File: config.mk
export PLATFORM = sky130hd
export DESIGN_NAME = iab_exec
export DESIGN_NICKNAME = d
export VERILOG_FILES = /design/src/rtl/iab_pkg.sv /design/src/rtl/iab_exec.sv
export SDC_FILE = /design/constraint.sdc
export NUM_CORES = 1
export LEC_CHECK = 0
export ABC_AREA = 1
export ABC_CLOCK_PERIOD_IN_PS = 4600
export BUFFER_PORTS_ARGS = -buffer_cell sky130_fd_sc_hd__buf_2
export CORE_MARGIN = 5
export CORE_UTILIZATION = 40
export CTS_CLUSTER_SIZE = 30
export DETAILED_ROUTE_END_ITERATION = 12
export GPL_TIMING_DRIVEN = 1
export HOLD_SLACK_MARGIN = 0.03
export SLEW_MARGIN = 10
export SYNTH_ARGS = -nofsm -noshare
export SYNTH_HDL_FRONTEND = slang
export SYNTH_SLANG_ARGS = --single-unit
File: constraint.sdc
create_clock -name clk_in -period 4.6 [get_ports clk_in]
set_input_delay 0.69 -clock clk_in [delete_from_list [all_inputs] [get_ports clk_in]]
set_output_delay 0.69 -clock clk_in [all_outputs]
set_load 0.05 [all_outputs]
File: src/rtl/iab_pkg.sv
// Package for the integer add, logic and branch execution block
package iab_pkg;
    // Primary and extended opcodes
    localparam logic [5:0] OPC_ADDIC = 6'h0c;
    localparam logic [5:0] OPC_ADDIC_REC = 6'h0d;
    localparam logic [5:0] OPC_ADDI = 6'h0e;
    localparam logic [5:0] OPC_ADDIS = 6'h0f;
    localparam logic [5:0] OPC_BRANCH = 6'h12;
    localparam logic [5:0] OPC_ANDI = 6'h1c;
    localparam logic [5:0] OPC_ANDIS = 6'h1d;
    localparam logic [5:0] OPC_EXT = 6'h1f;
    localparam logic [8:0] XO_ADD = 9'h10a;
    localparam logic [8:0] XO_ADDC = 9'h00a;
    localparam logic [8:0] XO_ADDE = 9'h08a;
    localparam logic [8:0] XO_ADDME = 9'h0ea;
    localparam logic [8:0] XO_ADDZE = 9'h0ca;
    localparam logic [9:0] XO_AND = 10'h01c;
    // Constants of the arithmetic
    localparam logic [31:0] ALL_ONES = 32'hffffffff;
    localparam logic [31:0] WORD_ZERO = 32'h00000000;
    localparam logic [15:0] HALF_ZERO = 16'h0000;
    localparam logic [31:0] LINK_STEP = 32'h00000004;
    localparam logic [4:0] FIELD_ZERO = 5'h00;
    // Register map, byte addresses
    localparam logic [7:0] REG_FLAGS = 8'h00;
    localparam logic [7:0] REG_COND = 8'h04;
    localparam logic [7:0] REG_CTRL = 8'h08;
    localparam logic [7:0] REG_COUNT = 8'h0c;
    localparam logic [1:0] RESP_OKAY = 2'h0;
    localparam logic [1:0] RESP_SLVERR = 2'h2;
    localparam logic RST_ENABLE = 1'h1;
    // Instruction layouts, most significant field first
    typedef struct packed {
        logic [5:0] opcd; logic [4:0] rt; logic [4:0] ra; logic [4:0] rb;
        logic oe; logic [8:0] xo; logic rc;
    } iab_xo_s;
    typedef struct packed {
        logic [5:0] opcd; logic [4:0] rt; logic [4:0] ra; logic [15:0] imm;
    } iab_d_s;
    typedef struct packed {
        logic [5:0] opcd; logic [23:0] li; logic aa; logic lk;
    } iab_i_s;
    typedef struct packed { logic so; logic ov; logic ca; } iab_xer_s;
    typedef struct packed { logic lt; logic gt; logic eq; logic so; } iab_cr_s;
    typedef enum logic [13:0] {
        OP_ILLEGAL = 14'h0001, OP_ADD = 14'h0002, OP_ADDC = 14'h0004,
        OP_ADDE = 14'h0008, OP_ADDME = 14'h0010, OP_ADDZE = 14'h0020,
        OP_ADDI = 14'h0040, OP_ADDIS = 14'h0080, OP_ADDIC = 14'h0100,
        OP_ADDIC_REC = 14'h0200, OP_AND = 14'h0400, OP_ANDI = 14'h0800,
        OP_ANDIS = 14'h1000, OP_BRANCH = 14'h2000
    } iab_op_e;
    // Operands handed over by the decode stage
    typedef struct packed {
        logic [31:0] insn; logic [31:0] current_fetch_address;
        logic [31:0] val_a; logic [31:0] val_b; logic [31:0] val_s;
    } iab_issue_s;
    // Writes back to the register file and fetch unit
    typedef struct packed {
        logic wr_en; logic [4:0] wr_idx; logic [31:0] wr_data;
        logic link_en; logic [31:0] link_data;
        logic jump_en; logic [31:0] jump_addr;
        logic illegal;
    } iab_result_s;
endpackage : iab_pkg

File: src/rtl/iab_exec.sv
// Integer add, logic and branch execution datapath with AXI4-Lite flag registers
// Summary of operation
// - Plain add writes the 32-bit sum of A and B into the target.
// - Record flag updates condition field zero; overflow enable updates sticky and signed flags.
// - Carrying add writes A plus B and sets carry when sum exceeds 32 bits.
// - Every carrying add takes its carry from bit 32 of the full sum.
// - Extended add writes A plus B plus carry, then updates carry.
// - Add immediate uses zero for A when its field is zero; carry untouched.
// - Add immediate carrying always reads A and updates carry.
// - Immediate carrying record and both AND-immediates always update condition field zero.
// - Add immediate shifted puts the literal in the upper half, lower half zero.
// - Minus-one extended add writes A plus carry plus all-ones; updates carry.
// - Zero extended add writes A plus carry; updates carry.
// - Register AND writes S and B into register A; record optional.
// - AND immediate zero-extends the literal, ANDs with S into A.
// - AND immediate shifted puts literal in upper half, ANDs with S into A.
// - Branch target is sign-widened offset times four, relative unless absolute flag set.
// - Save-return flag writes current address plus four into the return link.
// - Unknown opcode raises illegal; nonzero reserved bits still execute.
`timescale 1ns/10ps
`default_nettype none
module iab_exec (
    // Clock and reset
    input wire logic clk_in,
    input wire logic rst_in,
    // Issue from decode stage
    input wire logic issue_valid_in,
    output logic issue_ready_out,
    input wire iab_pkg::iab_issue_s issue_in,
    // Results to register file and fetch
    output iab_pkg::iab_result_s res_out,
    output iab_pkg::iab_xer_s xer_out,
    output iab_pkg::iab_cr_s cr0_out,
    // AXI4-Lite slave
    input wire logic awvalid_in,
    output logic awready_out,
    input wire logic [7:0] awaddr_in,
    input wire logic wvalid_in,
    output logic wready_out,
    input wire logic [31:0] wdata_in,
    input wire logic [3:0] wstrb_in,
    output logic bvalid_out,
    input wire logic bready_in,
    output logic [1:0] bresp_out,
    input wire logic arvalid_in,
    output logic arready_out,
    input wire logic [7:0] araddr_in,
    output logic rvalid_out,
    input wire logic rready_in,
    output logic [31:0] rdata_out,
    output logic [1:0] rresp_out
);
    import iab_pkg::*;

    typedef struct packed {
        iab_xer_s exception_flags_register;
        iab_cr_s cr0;
        logic enable;
        logic [31:0] count;
        iab_result_s res;
        logic aw_got;
        logic w_got;
        logic [7:0] wr_addr;
        logic [31:0] wr_data;
        logic [3:0] wr_strb;
        logic bvalid;
        logic [1:0] bresp;
        logic rvalid;
        logic [31:0] rdata;
        logic [1:0] rresp;
    } iab_state_s;

    iab_state_s st;
    iab_state_s next_st;

    ////////////////////////////////////////////////////////////////////////////
    // Helpers

    function automatic logic [31:0] widen16(input logic [15:0] v);
        return {{16{v[15]}}, v};
    endfunction : widen16

    function automatic logic [32:0] add33(input logic [31:0] a, input logic [31:0] b, input logic cin);
        return {1'b0, a} + {1'b0, b} + {32'h00000000, cin};
    endfunction : add33

    function automatic logic wrap_signed(input logic [31:0] a, input logic [31:0] b, input logic [31:0] s);
        return (a[31] == b[31]) && (s[31] != a[31]);
    endfunction : wrap_signed

    function automatic iab_op_e decode(input logic [31:0] insn);
        iab_xo_s x;
        x = iab_xo_s'(insn);
        decode = OP_ILLEGAL;
        if (x.opcd == OPC_ADDI) begin
            decode = OP_ADDI;
        end else if (x.opcd == OPC_ADDIS) begin
            decode = OP_ADDIS;
        end else if (x.opcd == OPC_ADDIC) begin
            decode = OP_ADDIC;
        end else if (x.opcd == OPC_ADDIC_REC) begin
            decode = OP_ADDIC_REC;
        end else if (x.opcd == OPC_ANDI) begin
            decode = OP_ANDI;
        end else if (x.opcd == OPC_ANDIS) begin
            decode = OP_ANDIS;
        end else if (x.opcd == OPC_BRANCH) begin
            decode = OP_BRANCH;
        end else if (x.opcd == OPC_EXT) begin
            // Reserved bits of the zero-operand forms are not checked
            if ({x.oe, x.xo} == XO_AND) decode = OP_AND;
            else if (x.xo == XO_ADD) decode = OP_ADD;
            else if (x.xo == XO_ADDC) decode = OP_ADDC;
            else if (x.xo == XO_ADDE) decode = OP_ADDE;
            else if (x.xo == XO_ADDME) decode = OP_ADDME;
            else if (x.xo == XO_ADDZE) decode = OP_ADDZE;
        end
    endfunction : decode

    logic fire;
    iab_op_e op;
    iab_xo_s fx;
    iab_d_s fd;
    iab_i_s fi;

    assign fire = issue_valid_in && issue_ready_out;
    assign op = decode(issue_in.insn);
    assign fx = iab_xo_s'(issue_in.insn);
    assign fd = iab_d_s'(issue_in.insn);
    assign fi = iab_i_s'(issue_in.insn);

    assign issue_ready_out = st.enable;
    assign res_out = st.res;
    assign xer_out = st.exception_flags_register;
    assign cr0_out = st.cr0;
    assign awready_out = !st.aw_got && !st.bvalid;
    assign wready_out = !st.w_got && !st.bvalid;
    assign bvalid_out = st.bvalid;
    assign bresp_out = st.bresp;
    assign arready_out = !st.rvalid;
    assign rvalid_out = st.rvalid;
    assign rdata_out = st.rdata;
    assign rresp_out = st.rresp;

    ////////////////////////////////////////////////////////////////////////////
    // Next state

    always_comb begin
        logic [31:0] base;
        logic [31:0] addend;
        logic cin;
        logic [32:0] sum;
        logic [31:0] result;
        logic rec;
        logic oe;
        logic upd_ca;
        logic is_add;
        logic [31:0] offset;
        base = issue_in.val_a;
        addend = issue_in.val_b;
        cin = 1'b0;
        sum = 33'h000000000;
        result = WORD_ZERO;
        rec = 1'b0;
        oe = 1'b0;
        upd_ca = 1'b0;
        is_add = 1'b1;
        offset = WORD_ZERO;
        next_st = st;
        next_st.res.wr_en = 1'b0;
        next_st.res.link_en = 1'b0;
        next_st.res.jump_en = 1'b0;
        next_st.res.illegal = 1'b0;

        // Register bus, write side
        if (awvalid_in && awready_out) begin
            next_st.aw_got = 1'b1;
            next_st.wr_addr = awaddr_in;
        end
        if (wvalid_in && wready_out) begin
            next_st.w_got = 1'b1;
            next_st.wr_data = wdata_in;
            next_st.wr_strb = wstrb_in;
        end
        if (st.bvalid && bready_in) begin
            next_st.bvalid = 1'b0;
        end
        if (st.aw_got && st.w_got && !st.bvalid) begin
            next_st.aw_got = 1'b0;
            next_st.w_got = 1'b0;
            next_st.bvalid = 1'b1;
            next_st.bresp = RESP_OKAY;
            if (st.wr_addr == REG_FLAGS) begin
                if (st.wr_strb[0]) next_st.exception_flags_register = iab_xer_s'(st.wr_data[2:0]);
            end else if (st.wr_addr == REG_COND) begin
                if (st.wr_strb[0]) next_st.cr0 = iab_cr_s'(st.wr_data[3:0]);
            end else if (st.wr_addr == REG_CTRL) begin
                if (st.wr_strb[0]) next_st.enable = st.wr_data[0];
            end else if (st.wr_addr != REG_COUNT) begin
                next_st.bresp = RESP_SLVERR;
            end
        end

        // Register bus, read side
        if (arvalid_in && arready_out) begin
            next_st.rvalid = 1'b1;
            next_st.rresp = RESP_OKAY;
            next_st.rdata = WORD_ZERO;
            if (araddr_in == REG_FLAGS) begin
                next_st.rdata[2:0] = st.exception_flags_register;
            end else if (araddr_in == REG_COND) begin
                next_st.rdata[3:0] = st.cr0;
            end else if (araddr_in == REG_CTRL) begin
                next_st.rdata[0] = st.enable;
            end else if (araddr_in == REG_COUNT) begin
                next_st.rdata = st.count;
            end else begin
                next_st.rresp = RESP_SLVERR;
            end
        end else if (st.rvalid && rready_in) begin
            next_st.rvalid = 1'b0;
        end

        // Execution; its flag updates override a bus write in the same cycle
        case (op)
            OP_ADD: begin rec = fx.rc; oe = fx.oe; end
            OP_ADDC: begin rec = fx.rc; oe = fx.oe; upd_ca = 1'b1; end
            OP_ADDE: begin rec = fx.rc; oe = fx.oe; upd_ca = 1'b1; cin = st.exception_flags_register.ca; end
            OP_ADDME: begin
                rec = fx.rc; oe = fx.oe; upd_ca = 1'b1; cin = st.exception_flags_register.ca; addend = ALL_ONES;
            end
            OP_ADDZE: begin
                rec = fx.rc; oe = fx.oe; upd_ca = 1'b1; cin = st.exception_flags_register.ca; addend = WORD_ZERO;
            end
            OP_ADDI: begin
                base = (fd.ra == FIELD_ZERO) ? WORD_ZERO : issue_in.val_a;
                addend = widen16(fd.imm);
            end
            OP_ADDIS: begin
                base = (fd.ra == FIELD_ZERO) ? WORD_ZERO : issue_in.val_a;
                addend = {fd.imm, HALF_ZERO};
            end
            OP_ADDIC: begin addend = widen16(fd.imm); upd_ca = 1'b1; end
            OP_ADDIC_REC: begin addend = widen16(fd.imm); upd_ca = 1'b1; rec = 1'b1; end
            OP_AND: begin
                is_add = 1'b0; rec = fx.rc; result = issue_in.val_s & issue_in.val_b;
            end
            OP_ANDI: begin
                is_add = 1'b0; rec = 1'b1; result = issue_in.val_s & {HALF_ZERO, fd.imm};
            end
            OP_ANDIS: begin
                is_add = 1'b0; rec = 1'b1; result = issue_in.val_s & {fd.imm, HALF_ZERO};
            end
            default: is_add = 1'b0;
        endcase
        sum = add33(base, addend, cin);
        if (is_add) result = sum[31:0];

        if (fire) begin
            next_st.count = st.count + 32'h00000001;
            if (op == OP_BRANCH) begin
                offset = {{6{fi.li[23]}}, fi.li, 2'b00};
                next_st.res.jump_en = 1'b1;
                next_st.res.jump_addr = fi.aa ? offset : issue_in.current_fetch_address + offset;
                next_st.res.link_en = fi.lk;
                next_st.res.link_data = issue_in.current_fetch_address + LINK_STEP;
            end else if (op == OP_ILLEGAL) begin
                next_st.res.illegal = 1'b1;
            end else begin
                next_st.res.wr_en = 1'b1;
                next_st.res.wr_idx = (op == OP_AND || op == OP_ANDI || op == OP_ANDIS) ? fd.ra : fd.rt;
                next_st.res.wr_data = result;
                if (upd_ca) next_st.exception_flags_register.ca = sum[32];
                if (oe) begin
                    next_st.exception_flags_register.ov = wrap_signed(base, addend, sum[31:0]);
                    next_st.exception_flags_register.so = st.exception_flags_register.so | next_st.exception_flags_register.ov;
                end
                if (rec) begin
                    next_st.cr0.lt = result[31];
                    next_st.cr0.gt = !result[31] && (result != WORD_ZERO);
                    next_st.cr0.eq = (result == WORD_ZERO);
                    next_st.cr0.so = next_st.exception_flags_register.so;
                end
            end
        end
    end

    always_ff @(posedge clk_in) begin
        if (rst_in) begin
            st <= '0;
            st.enable <= RST_ENABLE;
        end else begin
            st <= next_st;
        end
    end
endmodule : iab_exec
`default_nettype wire

==> results.sh <==
export IMPL_status="complete, no violations"
export IMPL_power_share_clock_pct=32.5
export IMPL_fin_setup_tns_ps=0
export IMPL_r2r_end="cr0_out[2]$_SDFF_PP0_"
export IMPL_viasPerCell=5.15
export IMPL_grt_max_degree=87
export IMPL_clock_path_buffers=2
export IMPL_p_int_w=0.00295
export IMPL_cp_common_cell="nand2_1"
export IMPL_nNetsFinal=3103
export IMPL_relSlewSlack_pct=22.4
export IMPL_synth_most_common_cell="nand2_1"
export IMPL_pre_cts_ws_ps=-308
export IMPL_initial_core_util_pct=40.4
export IMPL_grt_first_pass_wirelength_um=93700
export IMPL_syn_to_final_growth_pct=18.7
export IMPL_power_switching_share_pct=36.0
export IMPL_hp_class="in -> reg"
export IMPL_reg2reg_depth=21
export IMPL_worst_ep_arrival_time_ps=4720
export IMPL_routedWlPerCell_um=18.4
export IMPL_slowest_delay_ps=350
export IMPL_antenna_found_initial=4
export IMPL_rsz0062_at_grt="false"
export IMPL_synthTopCellsByCount="nand2_1 (543), inv_1 (337), nor2_1 (242)"
export IMPL_synthArstFlopShare_pct=0
export IMPL_tightest_slew_ps=1150
export IMPL_fillCellCount=4203
export IMPL_synth_area_top_cells="dfxtp_1 (25%), nand2_1 (13%), inv_1 (8.1%)"
export IMPL_post_route_min_period_ps=4360
export IMPL_synth_top_area_share_pct=25.2
export IMPL_synth_edf_count=0
export IMPL_fin_ws_ps=243
export IMPL_vdd_drop_max_uv=262
export IMPL_max_freq_mhz=230
export IMPL_hold_start="bready_in"
export IMPL_regArea_um2=3920
export IMPL_first_pass_iters=9
export IMPL_htree_levels=4
export IMPL_whs_ps=431
export IMPL_cts_tree="done"
export IMPL_vias=17200
export IMPL_ys_warn_count=0
export IMPL_cts_root_buf="clkbuf_16"
export IMPL_cts_made_buffers=17
export IMPL_port_buffers=340
export IMPL_avgSynthCellArea_um2=6.24
export IMPL_p_seq_share_pct=38.0
export IMPL_clock_sinks=196
export IMPL_comb_power_share_pct=29.5
export IMPL_drt_initial_drc_count=1368
export IMPL_yosysUniqueCellTypes=58
export IMPL_antennaDiodeCount=0
export IMPL_utilization_pct=48.0
export IMPL_setup_viol=0
export IMPL_cp_required_ps=4960
export IMPL_worstSetupStartpointType="input port"
export IMPL_critPathKind="in -> reg"
export IMPL_dieArea_um2=43000
export IMPL_num_rows=72
export IMPL_synth_area_um2=15600
export IMPL_syn_inst=2496
export IMPL_synth_top_cell_by_area="dfxtp_1"
export IMPL_core_um2=38600
export IMPL_post_cts_buffers=0
export IMPL_multi_input_area_um2=8920
export IMPL_crit_fanout=16
export IMPL_p_per_area_nw_per_um2=249
export IMPL_final_hold_viol_count=0
export IMPL_seq_area_frac_synth_pct=25.2
export IMPL_ant_nets=0
export IMPL_fin_skew_ps=17.4
export IMPL_maxCapViolCount=0
export IMPL_fin_crit_sh_pct=94.7
export IMPL_slowest_stage="a21oi_1"
export IMPL_overflow=0
export IMPL_insertion_delay_ps=470
export IMPL_die_h_um=207
export IMPL_r2r_setup_slack_ps=1280
export IMPL_p_leak_nw=9.59
export IMPL_grt_pass1_vias=16500
export IMPL_hold_path_depth=2
export IMPL_synth_ff_type="dfxtp_1"
export IMPL_track_usage_pct=27.4
export IMPL_switchingPower_w=0.00166
export IMPL_end_kind="flip-flop"
export IMPL_power_w=0.00461
export IMPL_die_w_um=207
export IMPL_dpl_hpwl_um=50200
export IMPL_slew_violations=0
export IMPL_postCtsHoldBufs=0
export IMPL_path_clk_slew_ps=80
export IMPL_drt_total_wl_um=61500
export IMPL_whs_endpoint="bvalid_out$_SDFFE_PP0P_"
export IMPL_layout_drive_gt1_share_pct=22.1
export IMPL_reg2reg_from="xer_out[0]$_SDFF_PP0_"
export IMPL_place_congestion=1.00
export IMPL_ys_ff_latch=196
export IMPL_num_io_pins=374
export IMPL_drc=0
[kinds of logic (layout without fill, tap and decap cells)]
group | Yosys count | in the layout | share of synthesized area, %
other | 1 | 2 | 0.0241
DFF | 196 | 196 | 25.2
xor gates and xnor gates | 59 | 59 | 3.32
adders and majority gates | 65 | 65 | 5.36
buffers and inverters | 571 | 905 | 17.8
and+or+nand+nor | 1101 | 1101 | 30.9
AOI/OAI and AO/OA | 503 | 503 | 17.4
[power by group through the flow]
| stage | combinational (W) | sequential (W) | clock, W |
|---|---|---|---|
| 3_3_place_gp | 0.00133 | 0.00179 | 0 |
| 4_1_cts | 0.00134 | 0.00175 | 0.00153 |
| 3_5_place_dp | 0.00133 | 0.00179 | 0 |
| 5_1_grt | 0.00149 | 0.00176 | 0.00160 |
| 6_report | 0.00136 | 0.00175 | 0.00150 |
| 2_1_floorplan | 0.000807 | 0.00179 | 0 |
[registers in the layout, summed over array words and instances, names as in the netlist]
| signal | cells |
|---|---|
| rvalid_out | 1 |
| bvalid_out | 1 |
| rresp_out | 1 |
| cr0_out | 4 |
| bresp_out | 1 |
| rdata_out | 32 |
| xer_out | 3 |
| st | 47 |
| issue_ready_out | 1 |
| res_out | 105 |
[routing by layer]
layer	global-route usage [%]	vias up	share of wire (%)
met3	4.46	86	6.5
met2	47.8	605	48
met5	0	-	0.057
met4	7.52	6	2.6
met1	35.1	7922	43
li1	-	8616	-
[critical path: cells and delay by family]
| kind | cells | cell delay, ps |
|---|---|---|
| fa+ha+maj | 1 | 340 |
| simple gates | 15 | 1960 |
| compound gates | 2 | 400 |
| buf+inv | 8 | 1110 |
| xor+xnor | 1 | 200 |
[placed cells by master, fill, tap and decap left out, types with 4 or more instances in the layout]
master	n
nand3_1	169
nor3_1	40
o211ai_1	28
nand4_1	28
nor3_2	6
clkbuf_16	17
buf_2	340
xor2_1	41
nand3_2	8
and2_1	4
o22ai_1	16
nand2_1	542
xnor2_1	18
inv_2	10
nor2_1	240
o21bai_1	8
a21oi_1	220
dfxtp_1	196
nor2_2	6
nor3b_1	4
buf_4	183
o21ai_1	5
a31oi_1	6
ha_1	62
inv_6	4
a21o_1	8
o21ai_0	191
nor2_4	6
nand2_2	8
or2_2	8
nor4_1	16
inv_1	336
[final cells by class]
type	instances	area share, %
well taps	518	3.50
repair buffers	525	16.8
multi-input cells	1730	48.2
clock inverters	13	0.737
flip-flops and latches	196	21.2
clock buffers	19	2.39
inverters	348	7.08
[worst max-delay path by stage]
stage	startpoint	endpoint	slack [ps]
floorplan	issue_in[129]	cr0_out[2]$_SDFF_PP0_	490
global placement	issue_in[135]	cr0_out[2]$_SDFF_PP0_	-200
detailed placement	issue_in[137]	cr0_out[2]$_SDFF_PP0_	-310
CTS	issue_in[133]	cr0_out[2]$_SDFF_PP0_	180
global route	issue_in[155]	cr0_out[2]$_SDFF_PP0_	2
finish	issue_in[158]	cr0_out[2]$_SDFF_PP0_	240
[timing repair]
action / in CTS / in global routing
resized for setup: 0 / 7
setup endpoints to repair: 0 / 4
hold endpoints to repair: 0 / 0
[stage by stage]
| step | std cells | area, um^2 |
|---|---|---|
| global placement | 3317 | 17900 |
| floorplan | 2497 | 15600 |
| detailed placement | 3317 | 17900 |
| global route | 3349 | 18500 |
| finish | 3349 | 18500 |
| CTS | 3349 | 18500 |
(Power assumes the default switching activity.)
